`config.mk`:
```
export PLATFORM = sky130hd
export DESIGN_NAME = modem_config
export DESIGN_NICKNAME = d
export VERILOG_FILES = /design/src/verilog/modem_config.v /design/src/verilog/word_fifo.v
export VERILOG_INCLUDE_DIRS = /design/src /design/src/include
export SDC_FILE = /design/constraint.sdc
export NUM_CORES = 1
export LEC_CHECK = 0
export BUFFER_PORTS_ARGS = -buffer_cell sky130_fd_sc_hd__buf_2
export CAP_MARGIN = 30
export CORE_ASPECT_RATIO = 1.2
export CORE_UTILIZATION = 60
export CTS_CLUSTER_SIZE = 25
export DETAILED_ROUTE_END_ITERATION = 16
export PLACE_DENSITY_LB_ADDON = 0.3
export SLEW_MARGIN = 20
export SYNTH_ARGS = -nofsm -noshare
export SYNTH_HDL_FRONTEND = slang
export SYNTH_SLANG_ARGS = --single-unit
export TNS_END_PERCENT = 5
```
`constraint.sdc`:
```
create_clock -name clock -period 5.2 [get_ports clock]
set_input_delay 0.26 -clock clock [delete_from_list [all_inputs] [get_ports clock]]
set_output_delay 0.26 -clock clock [all_outputs]
set_load 0.03 [all_outputs]
```
`src/include/modem_cfg_consts.vh`:
```
// Constants for the modem control word and transmit time-out logic
`ifndef MODEM_CFG_CONSTS_VH
`define MODEM_CFG_CONSTS_VH
`define CW_WIDTH 24
`define CW_RESET 24'h1362d7
`define CW_FREQ_LSB 0
`define CW_FREQ_MSB 2
`define CW_BAUD_LSB 3
`define CW_BAUD_MSB 4
`define CW_DEV_BIT 5
`define CW_WDOG_BIT 6
`define CW_TX_TIMEOUT_FLAG_LSB 7
`define CW_TX_TIMEOUT_FLAG_MSB 8
`define CW_DET_LSB 9
`define CW_DET_MSB 10
`define CW_ZC_BIT 11
`define CW_METH_LSB 12
`define CW_METH_MSB 13
`define CW_ASYNC_BIT 14
`define CW_MCLK_LSB 15
`define CW_MCLK_MSB 16
`define CW_PKBR_LSB 17
`define CW_PKBR_MSB 18
`define CW_PKLEN_LSB 19
`define CW_PKLEN_MSB 20
`define CW_PKEN_BIT 21
`define CW_SENS_BIT 22
`define CW_PREF_BIT 23
`define TX_TIMEOUT_FLAG_OFF 2'h0
`define TX_TIMEOUT_FLAG_1S 2'h1
`define TX_TIMEOUT_FLAG_3S 2'h2
`define CLK_HZ 25000000
`define TX_TIMEOUT_FLAG_1S_MS 1000
`define TX_TIMEOUT_FLAG_3S_MS 3000
`define FLAG_HOLD_MS 125
`define WDOG_MS 1500
`define CYC_PER_MS (`CLK_HZ / 1000)
`endif

```
`src/verilog/modem_config.v`:
```
// Modem control word, receive conditioning, band flag and transmit time-out
`timescale 1ns/1ps
`include "modem_cfg_consts.vh"
// Summary of operation
// - One 24-bit word holds all settings
// - Bits 0-2 pick carrier, default 132.5 kHz
// - Bits 3-4 pick baud, default 2400
// - Bit 5 picks deviation, default 0.5
// - Bit 6 enables 1.5 s watchdog, default on
// - Bits 7-8 pick time-out, default 1 s
// - Bits 9-10 pick detect filter, default 1 ms
// - Bit 11 enables zero-crossing sync, default off
// - Bits 12-13 pick detection method, default 10
// - Carrier conditioning zeroes clock, data without carrier
// - Preamble conditioning zeroes outputs unless locked, detected
// - Bit 14 picks async interface, default async
// - Bits 15-16 pick clock output, default 4 MHz
// - Bits 17-18 pick packet rate divider, default /64
// - Bits 19-20 pick packet length, default 14
// - Bit 21 enables packet mode, default off
// - Bit 22 high sensitivity, bit 23 pre-filter
// - Band flag qualified by internal carrier detect
// - Time-out forces receive after continuous transmit
// - Time-out flag held at least 125 ms
// - Timed out: only register access or receive
// - Reset with tx and config select arms protection
// - Transmit only when both selects are low
module modem_config #(
  parameter TX_TIMEOUT_FLAG_1S_CYC = `TX_TIMEOUT_FLAG_1S_MS * `CYC_PER_MS,
  parameter TX_TIMEOUT_FLAG_3S_CYC = `TX_TIMEOUT_FLAG_3S_MS * `CYC_PER_MS,
  parameter HOLD_CYC = `FLAG_HOLD_MS * `CYC_PER_MS,
  parameter FIFO_DEPTH = 8
) (
  input wire clock,
  input wire rst_n,
  input wire direction_select,
  input wire config_select,
  input wire word_valid,
  output wire word_ready,
  input wire [`CW_WIDTH-1:0] word_in,
  output wire [`CW_WIDTH-1:0] modem_control_word,
  input wire carrier_detect,
  input wire preamble_detect,
  input wire pll_locked,
  input wire inband_signal,
  input wire rx_clock_raw,
  input wire rx_data_raw,
  output reg bit_clock_out,
  output reg rx_data_out,
  output reg detect_notify_n,
  output reg band_busy_flag,
  output reg tx_timeout_flag,
  output reg tx_enable,
  output wire [2:0] carrier_sel,
  output wire [1:0] baud_sel,
  output wire deviation_full,
  output wire watchdog_enable,
  output wire [1:0] detect_time_sel,
  output wire zero_cross_sync,
  output wire async_mode,
  output wire [1:0] mclk_sel,
  output wire [1:0] packet_rate_sel,
  output wire [1:0] packet_len_sel,
  output wire packet_enable,
  output wire high_sensitivity,
  output wire prefilter_enable
);
  localparam ST_RX = 2'h0;
  localparam ST_TX = 2'h1;
  localparam ST_LOCK = 2'h2;
  localparam CW = 28;

  // Pin synchronisers: first stage feeds only the second
  // They run through reset so the strap pins are settled when reset ends
  reg [7:0] s1_q;
  reg [7:0] s2_q;
  wire dir_s = s2_q[0];
  wire cfg_s = s2_q[1];
  wire cd_s = s2_q[2];
  wire pd_s = s2_q[3];
  wire lock_s = s2_q[4];
  wire inb_s = s2_q[5];
  wire rxc_s = s2_q[6];
  wire rxd_s = s2_q[7];

  always @(posedge clock) begin
    s1_q <= {rx_data_raw, rx_clock_raw, inband_signal, pll_locked, preamble_detect,
             carrier_detect, config_select, direction_select};
    s2_q <= s1_q;
  end

  // Words arrive through the FIFO and are applied outside transmit
  reg [`CW_WIDTH-1:0] cw_q;
  wire fifo_valid;
  wire [`CW_WIDTH-1:0] fifo_data;
  reg [1:0] state_q;
  wire apply = fifo_valid && (state_q != ST_TX);

  word_fifo #(.WIDTH(`CW_WIDTH), .DEPTH(FIFO_DEPTH), .AW(3)) u_fifo (
    .clock(clock),
    .rst_n(rst_n),
    .in_valid(word_valid),
    .in_ready(word_ready),
    .in_data(word_in),
    .out_valid(fifo_valid),
    .out_ready(apply),
    .out_data(fifo_data)
  );

  always @(posedge clock) begin
    if (!rst_n) begin
      cw_q <= `CW_RESET;
    end else if (apply) begin
      cw_q <= fifo_data;
    end
  end

  assign modem_control_word = cw_q;
  assign carrier_sel = cw_q[`CW_FREQ_MSB:`CW_FREQ_LSB];
  assign baud_sel = cw_q[`CW_BAUD_MSB:`CW_BAUD_LSB];
  assign deviation_full = cw_q[`CW_DEV_BIT];
  assign watchdog_enable = cw_q[`CW_WDOG_BIT];
  assign detect_time_sel = cw_q[`CW_DET_MSB:`CW_DET_LSB];
  assign zero_cross_sync = cw_q[`CW_ZC_BIT];
  assign async_mode = cw_q[`CW_ASYNC_BIT];
  assign mclk_sel = cw_q[`CW_MCLK_MSB:`CW_MCLK_LSB];
  assign packet_rate_sel = cw_q[`CW_PKBR_MSB:`CW_PKBR_LSB];
  assign packet_len_sel = cw_q[`CW_PKLEN_MSB:`CW_PKLEN_LSB];
  assign packet_enable = cw_q[`CW_PKEN_BIT];
  assign high_sensitivity = cw_q[`CW_SENS_BIT];
  assign prefilter_enable = cw_q[`CW_PREF_BIT];

  wire [1:0] tx_timeout_flag_sel = cw_q[`CW_TX_TIMEOUT_FLAG_MSB:`CW_TX_TIMEOUT_FLAG_LSB];
  wire [1:0] method = cw_q[`CW_METH_MSB:`CW_METH_LSB];
  wire use_preamble = method[1];
  wire conditioned = method[0];
  wire detected = use_preamble ? (pd_s && lock_s) : cd_s;

  // Receive outputs, with conditioning gate
  always @(posedge clock) begin
    if (!rst_n) begin
      bit_clock_out <= 1'b0;
      rx_data_out <= 1'b0;
      detect_notify_n <= 1'b1;
      band_busy_flag <= 1'b0;
    end else begin
      detect_notify_n <= !detected;
      band_busy_flag <= inb_s && cd_s;
      if (conditioned && !detected) begin
        bit_clock_out <= 1'b0;
        rx_data_out <= 1'b0;
      end else begin
        bit_clock_out <= rxc_s;
        rx_data_out <= rxd_s;
      end
    end
  end

  // Transmit time-out
  reg [CW-1:0] tx_cnt_q;
  reg [CW-1:0] hold_cnt_q;
  reg arm_q;
  wire [CW-1:0] limit = (tx_timeout_flag_sel == `TX_TIMEOUT_FLAG_3S) ? TX_TIMEOUT_FLAG_3S_CYC[CW-1:0] : TX_TIMEOUT_FLAG_1S_CYC[CW-1:0];
  wire tx_timeout_flag_on = (tx_timeout_flag_sel == `TX_TIMEOUT_FLAG_1S) || (tx_timeout_flag_sel == `TX_TIMEOUT_FLAG_3S);
  wire tx_req = !dir_s && !cfg_s;
  wire hold_done = (hold_cnt_q == HOLD_CYC[CW-1:0]);

  always @(posedge clock) begin
    if (!rst_n) begin
      state_q <= ST_RX;
      tx_cnt_q <= {CW{1'b0}};
      hold_cnt_q <= {CW{1'b0}};
      tx_timeout_flag <= 1'b0;
      tx_enable <= 1'b0;
      arm_q <= 1'b1;
    end else begin
      arm_q <= 1'b0;
      case (state_q)
        ST_RX: begin
          tx_cnt_q <= {CW{1'b0}};
          if (arm_q && !dir_s && cfg_s) begin
            state_q <= ST_LOCK;
            hold_cnt_q <= {CW{1'b0}};
            tx_timeout_flag <= 1'b1;
          end else if (tx_req && !arm_q) begin
            state_q <= ST_TX;
            tx_enable <= 1'b1;
          end
        end
        ST_TX: begin
          if (!tx_req) begin
            state_q <= ST_RX;
            tx_enable <= 1'b0;
            tx_cnt_q <= {CW{1'b0}};
          end else if (tx_timeout_flag_on && tx_cnt_q >= limit - 1'b1) begin
            state_q <= ST_LOCK;
            tx_enable <= 1'b0;
            tx_timeout_flag <= 1'b1;
            hold_cnt_q <= {CW{1'b0}};
          end else begin
            tx_cnt_q <= tx_cnt_q + 1'b1;
          end
        end
        ST_LOCK: begin
          tx_enable <= 1'b0;
          if (!hold_done) begin
            hold_cnt_q <= hold_cnt_q + 1'b1;
          end else if (dir_s) begin
            state_q <= ST_RX;
            tx_timeout_flag <= 1'b0;
            tx_cnt_q <= {CW{1'b0}};
          end
        end
        default: begin
          state_q <= ST_RX;
          tx_enable <= 1'b0;
        end
      endcase
    end
  end
endmodule // modem_config

```
`src/verilog/word_fifo.v`:
```
// Parameterised valid/ready FIFO
`timescale 1ns/1ps
module word_fifo #(
  parameter WIDTH = 24,
  parameter DEPTH = 8,
  parameter AW = 3
) (
  input wire clock,
  input wire rst_n,
  input wire in_valid,
  output wire in_ready,
  input wire [WIDTH-1:0] in_data,
  output wire out_valid,
  input wire out_ready,
  output wire [WIDTH-1:0] out_data
);
  reg [WIDTH-1:0] mem [0:DEPTH-1];
  reg [AW-1:0] wr_q;
  reg [AW-1:0] rd_q;
  reg [AW:0] cnt_q;
  wire push;
  wire pop;
  assign in_ready = (cnt_q != DEPTH);
  assign out_valid = (cnt_q != 0);
  assign out_data = mem[rd_q];
  assign push = in_valid && in_ready;
  assign pop = out_valid && out_ready;
  always @(posedge clock) begin
    if (push) begin
      mem[wr_q] <= in_data;
    end
    if (!rst_n) begin
      wr_q <= {AW{1'b0}};
      rd_q <= {AW{1'b0}};
      cnt_q <= {(AW+1){1'b0}};
    end else begin
      if (push) begin
        wr_q <= (wr_q == DEPTH - 1) ? {AW{1'b0}} : wr_q + 1'b1;
      end
      if (pop) begin
        rd_q <= (rd_q == DEPTH - 1) ? {AW{1'b0}} : rd_q + 1'b1;
      end
      if (push && !pop) begin
        cnt_q <= cnt_q + 1'b1;
      end else if (pop && !push) begin
        cnt_q <= cnt_q - 1'b1;
      end
    end
  end
endmodule // word_fifo
```
==> results.py, run 1 <==
metrics = {
    "sta": {
        "hold_viol_final": 0,
        "skew_ns": 0.0144,
        "fmax_mhz": 290,
        "finalSetupTns_ns": 0,
        "rsz0062_at_grt": "false",
        "slew_headroom_pct": 39.7,
        "tightest_slew_ns": 0.896,
        "slew_violations": 0,
        "fin_hold_ws_ns": 0.0138,
        "fin_crit_sh_pct": 66.2,
        "period_needed_ns": 3.44,
        "finalSetupViolCount": 0,
    },
    "final_layout": {
        "multiInputGateArea_sq_um": 4300,
        "fill_cells": 1439,
        "seq_area_sq_um": 8070,
        "layout-drive-gt1-share_pct": 21.6,
        "layout.nets": 1086,
        "fin_util_pct": 70.1,
        "area_growth_syn_to_layout_pct": 14.9,
        "diodes": 0,
    },
    "logic_synthesis": {
        "synth_edf_count": 192,
        "ys.flop_type": "edfxtp_1",
        "synth_area_per_cell_sq_um": 13.5,
        "ys_warn_count": 0,
        "syn_area_sq_um": 12700,
        "syn_nets": 994,
        "seq_area_frac_synth_pct": 63.3,
        "async_reset_ff_share_pct": 0,
        "synth_cells": 944,
        "ys_types": 66,
        "ys_seq_elements": 307,
    },
    "global_route": {
        "grt_first_pass_wirelength_microns": 41400,
        "grt_use_total_pct": 24.6,
        "antenna_found_initial": 0,
        "grt_start_max_net_pins": 51,
        "grt_overflow": 0,
        "first_global_vias": 7884,
    },
    "worst_hold_path": {
        "min_path_cells": 1,
        "worstHoldStart": "word_in[8]",
        "hold_class": "input port to flip-flop",
        "hold_end": "u_fifo.mem[5][8]",
    },
    "detailed_routing": {
        "post_drt_wl_per_cell_microns": 20.2,
        "viasPerCell": 6.15,
        "drtIter0Drc": 618,
        "final_antenna_net_count": 0,
        "vias": 8158,
        "totalWireLength_microns": 26800,
        "dr.pass1.iters": 5,
        "route.detailed.drc": 0,
    },
    "power_and_ir_drop": {
        "power.density_nw_per_um2": 474,
        "ir_drop_mv": 0.299,
        "p_leak_uw": 0.00486,
    },
    "critical_path": {
        "path_class": "flip-flop to flip-flop",
        "cp.arrival_ns": 3.81,
        "end_kind": "flip-flop",
        "crit_path_start_kind": "flip-flop",
        "critical_path.slowest_cell": "nand2_1",
        "crit_chain": "inv_1, ha_1, inv_1, ha_1, nor3b_1, nand4_1, o31ai_1, o31ai_1, nand2_1, a311oi_1",
        "worst_path_largest_cell_delay_ns": 0.68,
        "worstPathMaxFanout": 23,
        "r2r.worst_path.cells": 10,
        "reg2reg_slack_ns": 1.76,
        "r2r_end": "hold_cnt_q[20]",
        "required_ns": 5.57,
        "reg2reg_from": "modem_control_word[7]",
    },
    "floorplan": {
        "initial_core_util_pct": 61.0,
        "fp.dieArea_sq_um": 21800,
        "core_sq_um": 20900,
        "ios": 86,
        "die_h_microns": 162,
        "row_count": 58,
        "die_w_microns": 135,
    },
    "clock_network": {
        "cts_made_buffers": 28,
        "clkSlewWorstSetupHoldPaths_ns": 0.07,
        "cts.sinks": 307,
        "cts_root_buffer": "clkbuf_16",
        "htree_levels": 1,
        "clock_latency_ns": 0.54,
        "cts_tree": "done",
        "cts.path.max_buffers": 3,
    },
    "outcome": {
        "status": "completed",
    },
    "place": {
        "hpwl_microns": 16100,
        "place.gp.congestion": 0.863,
        "port_buffers": 85,
    },
    "run": {
        "drv_cap": 0,
    },
}
==> where the power goes <==
group / switching, uW / total, uW / leakage (uW) / internal [uW]
clock: 869 / 2180 / 0.000466 / 1310
combinational: 1060 / 1760 / 0.00171 / 703
sequential: 204 / 3000 / 0.00269 / 2790
total: 2130 / 6940 / 0.00486 / 4810
==> worst max path at each step <==
stage	start	to	slack, ns	depth (start not counted)
2_1_floorplan	u_fifo.cnt_q[0]	u_fifo.mem[2][0]	1.16	4
3_3_place_gp	modem_control_word[7]	hold_cnt_q[20]	1.92	10
3_5_place_dp	modem_control_word[7]	hold_cnt_q[7]	1.80	10
4_1_cts	modem_control_word[7]	hold_cnt_q[20]	1.75	10
5_1_grt	modem_control_word[7]	hold_cnt_q[20]	1.40	10
6_report	modem_control_word[7]	hold_cnt_q[20]	1.76	10
==> critical path: cells and delay by family, from the launching register on <==
family	cells	cell delay [ns]
AOI/OAI and AO/OA	3	1.04
adders and majority gates	2	0.62
buffers and inverters	2	0.19
DFF	1	0.32
and+or+nand+nor	3	1.09
==> logic make-up after synthesis <==
| family | synth area share (%) |
|---|---|
| adder cells (fa/ha/maj) | 1.53 |
| buffers and inverters | 3.38 |
| multiplexers | 10.8 |
| AO/OA/AOI/OAI | 9.13 |
| XOR/XNOR | 0.412 |
| flip-flops | 63.3 |
| AND/OR/NAND/NOR | 11.4 |
==> layer usage <==
metal  global-route usage [%]  wire length (microns)
met1                     32.0                  10900
met3                     3.68                   1600
met5                        0                      0
met4                     7.87                    533
met2                     42.5                  13700
==> Yosys cell counts (all sizes together), types with 2 or more instances <==
master | n | share of area [%]
nand2b | 3 | 0.15
nor3 | 20 | 0.82
and2 | 6 | 0.29
and4 | 7 | 0.48
mux4 | 48 | 8.5
buf | 34 | 1.7
or3 | 8 | 0.39
edfxtp | 192 | 45
o41ai | 3 | 0.21
nor2b | 3 | 0.15
and3 | 9 | 0.44
nor3b | 5 | 0.29
a31o | 2 | 0.14
or4 | 19 | 1.1
nor4b | 6 | 0.61
nand4b | 2 | 0.19
inv | 21 | 0.62
o31a | 2 | 0.15
a31oi | 24 | 1.2
a21oi | 35 | 1.4
nand2 | 85 | 2.5
xnor2 | 3 | 0.21
mux2i | 29 | 2.3
o21ai | 39 | 1.5
ha | 14 | 1.4
o22ai | 3 | 0.15
nor2 | 45 | 1.3
o311ai | 2 | 0.14
o221a | 2 | 0.18
o31ai | 23 | 1.4
and3b | 2 | 0.14
dfxtp | 115 | 18
nor4 | 7 | 0.44
o211a | 2 | 0.16
or2 | 4 | 0.22
a21o | 2 | 0.12
a41oi | 4 | 0.27
a211oi | 15 | 0.88
nand4 | 19 | 0.98
nand3 | 21 | 0.86
clkbuf | 34 | 1.0
xor2 | 3 | 0.21
o211ai | 15 | 0.88
==> placed cells by master, fill, tap and decap left out, types with 23 or more instances in the layout <==
cell type / Yosys / layout
a31oi_1: 24 / 24
edfxtp_1: 192 / 192
dfxtp_1: 115 / 112
mux4_2: 48 / 48
clkbuf_16: 0 / 29
mux2i_1: 29 / 29
nor2_1: 45 / 44
dlygate4sd3_1: 0 / 29
o21ai_0: 37 / 37
buf_2: 4 / 85
o31ai_1: 23 / 23
a21oi_1: 34 / 33
nand2_1: 85 / 85
==> through the flow <==
step                cells  total power [uW]  area, sq um  setup slack [ns]
floorplan             944              4370        12700              1.16
global placement     1244              4700        13300              1.92
detailed placement   1247              4800        13400              1.80
CTS                  1327              7000        14700              1.75
global route         1327              7230        14700              1.40
finish               1327              6940        14700              1.76
==> layout make-up <==
cell class              instances  share of cell area (%)
clock buffers                  33                    5.06
clock inverters                18                    1.67
inverters                      21                   0.538
multi-input cells             548                    29.3
flip-flops and latches        307                    55.1
well taps                     270                    2.31
repair buffers                130                    6.01
==> registers in the layout (all words and copies together) (netlist names), 3 cells and up <==
name,flops
u_fifo.mem,192
u_fifo.cnt_q,4
u_fifo.wr_q,3
tx_cnt_q,28
s1_q,8
hold_cnt_q,28
s2_q,8
modem_control_word,24
u_fifo.rd_q,3
==> what timing repair did <==
action | 4_1_cts | 5_1_grt
hold endpoints to repair | 170 | 0
buffers inserted | 0 | 0
resized for setup | 0 | 0
hold buffers | 29 | 0
Note: power is estimated with default switching activity, not from simulation.
==> inputs of run 2 (changes only) <==
Settings changed: CORE_UTILIZATION 60 to 54.
Clock period 5.2 ns to 3.05 ns, I/O delays scaled along.
==> results.py, run 2 (same netlist as run 1, synthesis figures left out) <==
metrics = {
    "outcome": {
        "status": "completed",
    },
    "floorplan": {
        "initial_core_util_pct": 55.0,
        "fp.dieArea_sq_um": 24200,
        "ios": 86,
        "core_sq_um": 23200,
        "row_count": 61,
        "die_w_microns": 142,
        "die_h_microns": 170,
    },
    "power_and_ir_drop": {
        "ir_drop_mv": 0.489,
        "power.density_nw_per_um2": 788,
        "p_leak_uw": 0.00495,
    },
    "sta": {
        "period_needed_ns": 2.79,
        "fmax_mhz": 358,
        "layout_setup_ws_ns": 0.259,
        "hold_viol_final": 0,
        "rsz0062_at_grt": "false",
        "finalSetupViolCount": 0,
        "slew_violations": 0,
        "fin_crit_sh_pct": 91.5,
        "tightest_slew_ns": 0.761,
        "skew_ns": 0.0136,
        "finalSetupTns_ns": 0,
        "fin_hold_ws_ns": 0.0823,
        "slew_headroom_pct": 49.3,
    },
    "place": {
        "place.gp.congestion": 0.893,
        "hpwl_microns": 16200,
        "port_buffers": 85,
        "pre_cts_slack_ns": 0.229,
    },
    "global_route": {
        "grt_start_max_net_pins": 41,
        "grt_use_total_pct": 22.5,
        "grt_first_pass_wirelength_microns": 41900,
        "grt_overflow": 0,
        "antenna_found_initial": 1,
        "first_global_vias": 7939,
    },
    "clock_network": {
        "clock_latency_ns": 0.55,
        "cts_root_buffer": "clkbuf_16",
        "cts.sinks": 307,
        "cts_made_buffers": 29,
        "cts_tree": "done",
        "post-cts-setup-buffers": 0,
        "htree_levels": 1,
        "clkSlewWorstSetupHoldPaths_ns": 0.06,
        "cts.path.max_buffers": 3,
    },
    "run": {
        "drv_cap": 0,
    },
    "final_layout": {
        "layout.nets": 1104,
        "largest_register": "u_fifo.mem",
        "area_growth_syn_to_layout_pct": 16.3,
        "top_regs": "u_fifo.mem: 192 flops, hold_cnt_q: 28 flops, tx_cnt_q: 28 flops",
        "layout_commonest_cell": "edfxtp_1",
        "mostFrequentLayoutCells": "edfxtp_1 (192), dfxtp_1 (112), nand2_1 (85), buf_2 (85), mux4_2 (48)",
        "layout-drive-gt1-share_pct": 22.5,
        "largest_register_ffs": 192,
    },
    "critical_path": {
        "required_ns": 3.51,
        "cpLargestDelayFamily": "compound AO/OA/AOI/OAI gates",
        "end_kind": "flip-flop",
        "crit_path_start_kind": "flip-flop",
        "cp.arrival_ns": 3.25,
        "worstPathMaxFanout": 34,
        "crit_chain": "inv_1, ha_1, inv_1, ha_1, a211oi_1, o31ai_4, o31a_2, buf_12, or4_1, a21oi_1",
        "path_class": "flip-flop to flip-flop",
        "cp_num_buf_inv": 3,
        "critical_path.slowest_cell": "or4_1",
        "worst_path_largest_cell_delay_ns": 0.48,
    },
    "detailed_routing": {
        "drtIter0Drc": 572,
        "vias": 8242,
        "final_antenna_net_count": 0,
        "totalWireLength_microns": 26500,
        "viasPerCell": 5.93,
        "post_drt_wl_per_cell_microns": 19.1,
        "dr.pass1.iters": 5,
        "route.detailed.drc": 0,
    },
    "worst_hold_path": {
        "hold_class": "input port to flip-flop",
    },
}
==> run 2: final timing paths <==
path / slack [ns] / depth (start not counted) / to / from
setup / recovery: 0.26 / 10 / tx_cnt_q[5] / modem_control_word[7]
hold / removal: 0.08 / 5 / u_fifo.wr_q[2] / word_valid
setup reg to reg: 0.26 / 10 / tx_cnt_q[5] / modem_control_word[7]
hold reg to reg: 0.32 / 0 / s2_q[7] / s1_q[7]
==> run 2: report_power, final <==
group | switching [uW] | leakage (uW) | internal [uW] | total [uW]
registers | 370 | 0.00269 | 4760 | 5130
clock network | 1480 | 0.000453 | 2100 | 3580
logic | 1750 | 0.00181 | 1210 | 2960
==> run 2: metrics by stage <==
| stage | cell area [sq um] | power, uW | cells | util, % |
|---|---|---|---|---|
| 5_1_grt | 14800 | 12200 | 1389 | 63.9 |
| 4_1_cts | 14800 | 11800 | 1388 | 63.8 |
| 3_5_place_dp | 13500 | 8180 | 1305 | 58.3 |
| 2_1_floorplan | 12800 | 7450 | 944 | - |
| 6_report | 14800 | 11700 | 1389 | 63.9 |
| 3_3_place_gp | 13500 | 8120 | 1305 | 58.3 |
==> run 2: layer usage <==
| layer | global-route usage, % | wire length [microns] |
|---|---|---|
| met5 | 0 | 0 |
| met4 | 8.88 | 826 |
| met2 | 38.5 | 13300 |
| met3 | 3.24 | 1260 |
| met1 | 28.8 | 11100 |
==> run 2: repair_timing <==
action | 4_1_cts | 5_1_grt
endpoints found under the setup margin | 0 | 23
hold endpoints to repair | 204 | 0
hold buffers | 33 | 0
gates resized for setup | 0 | 3
==> run 2: cell type report <==
cell class | count | area (sq um)
Multi-Input combinational cell | 548 | 4330
Antenna cell | 1 | 2.50
Clock buffer | 33 | 751
Inverter | 21 | 78.8
Clock inverter | 17 | 195
Fill cell | 1768 | 8380
Tap cell | 315 | 394
Timing Repair Buffer | 147 | 998
Sequential cell | 307 | 8070
==> run 2: worst register-to-register path: cells and delay by family (launching register included) <==
kind            cells  cell delay [ns]
simple gates        1             0.50
compound gates      4             1.08
fa+ha+maj           2             0.45
flops               1             0.35
buf+inv             3             0.33
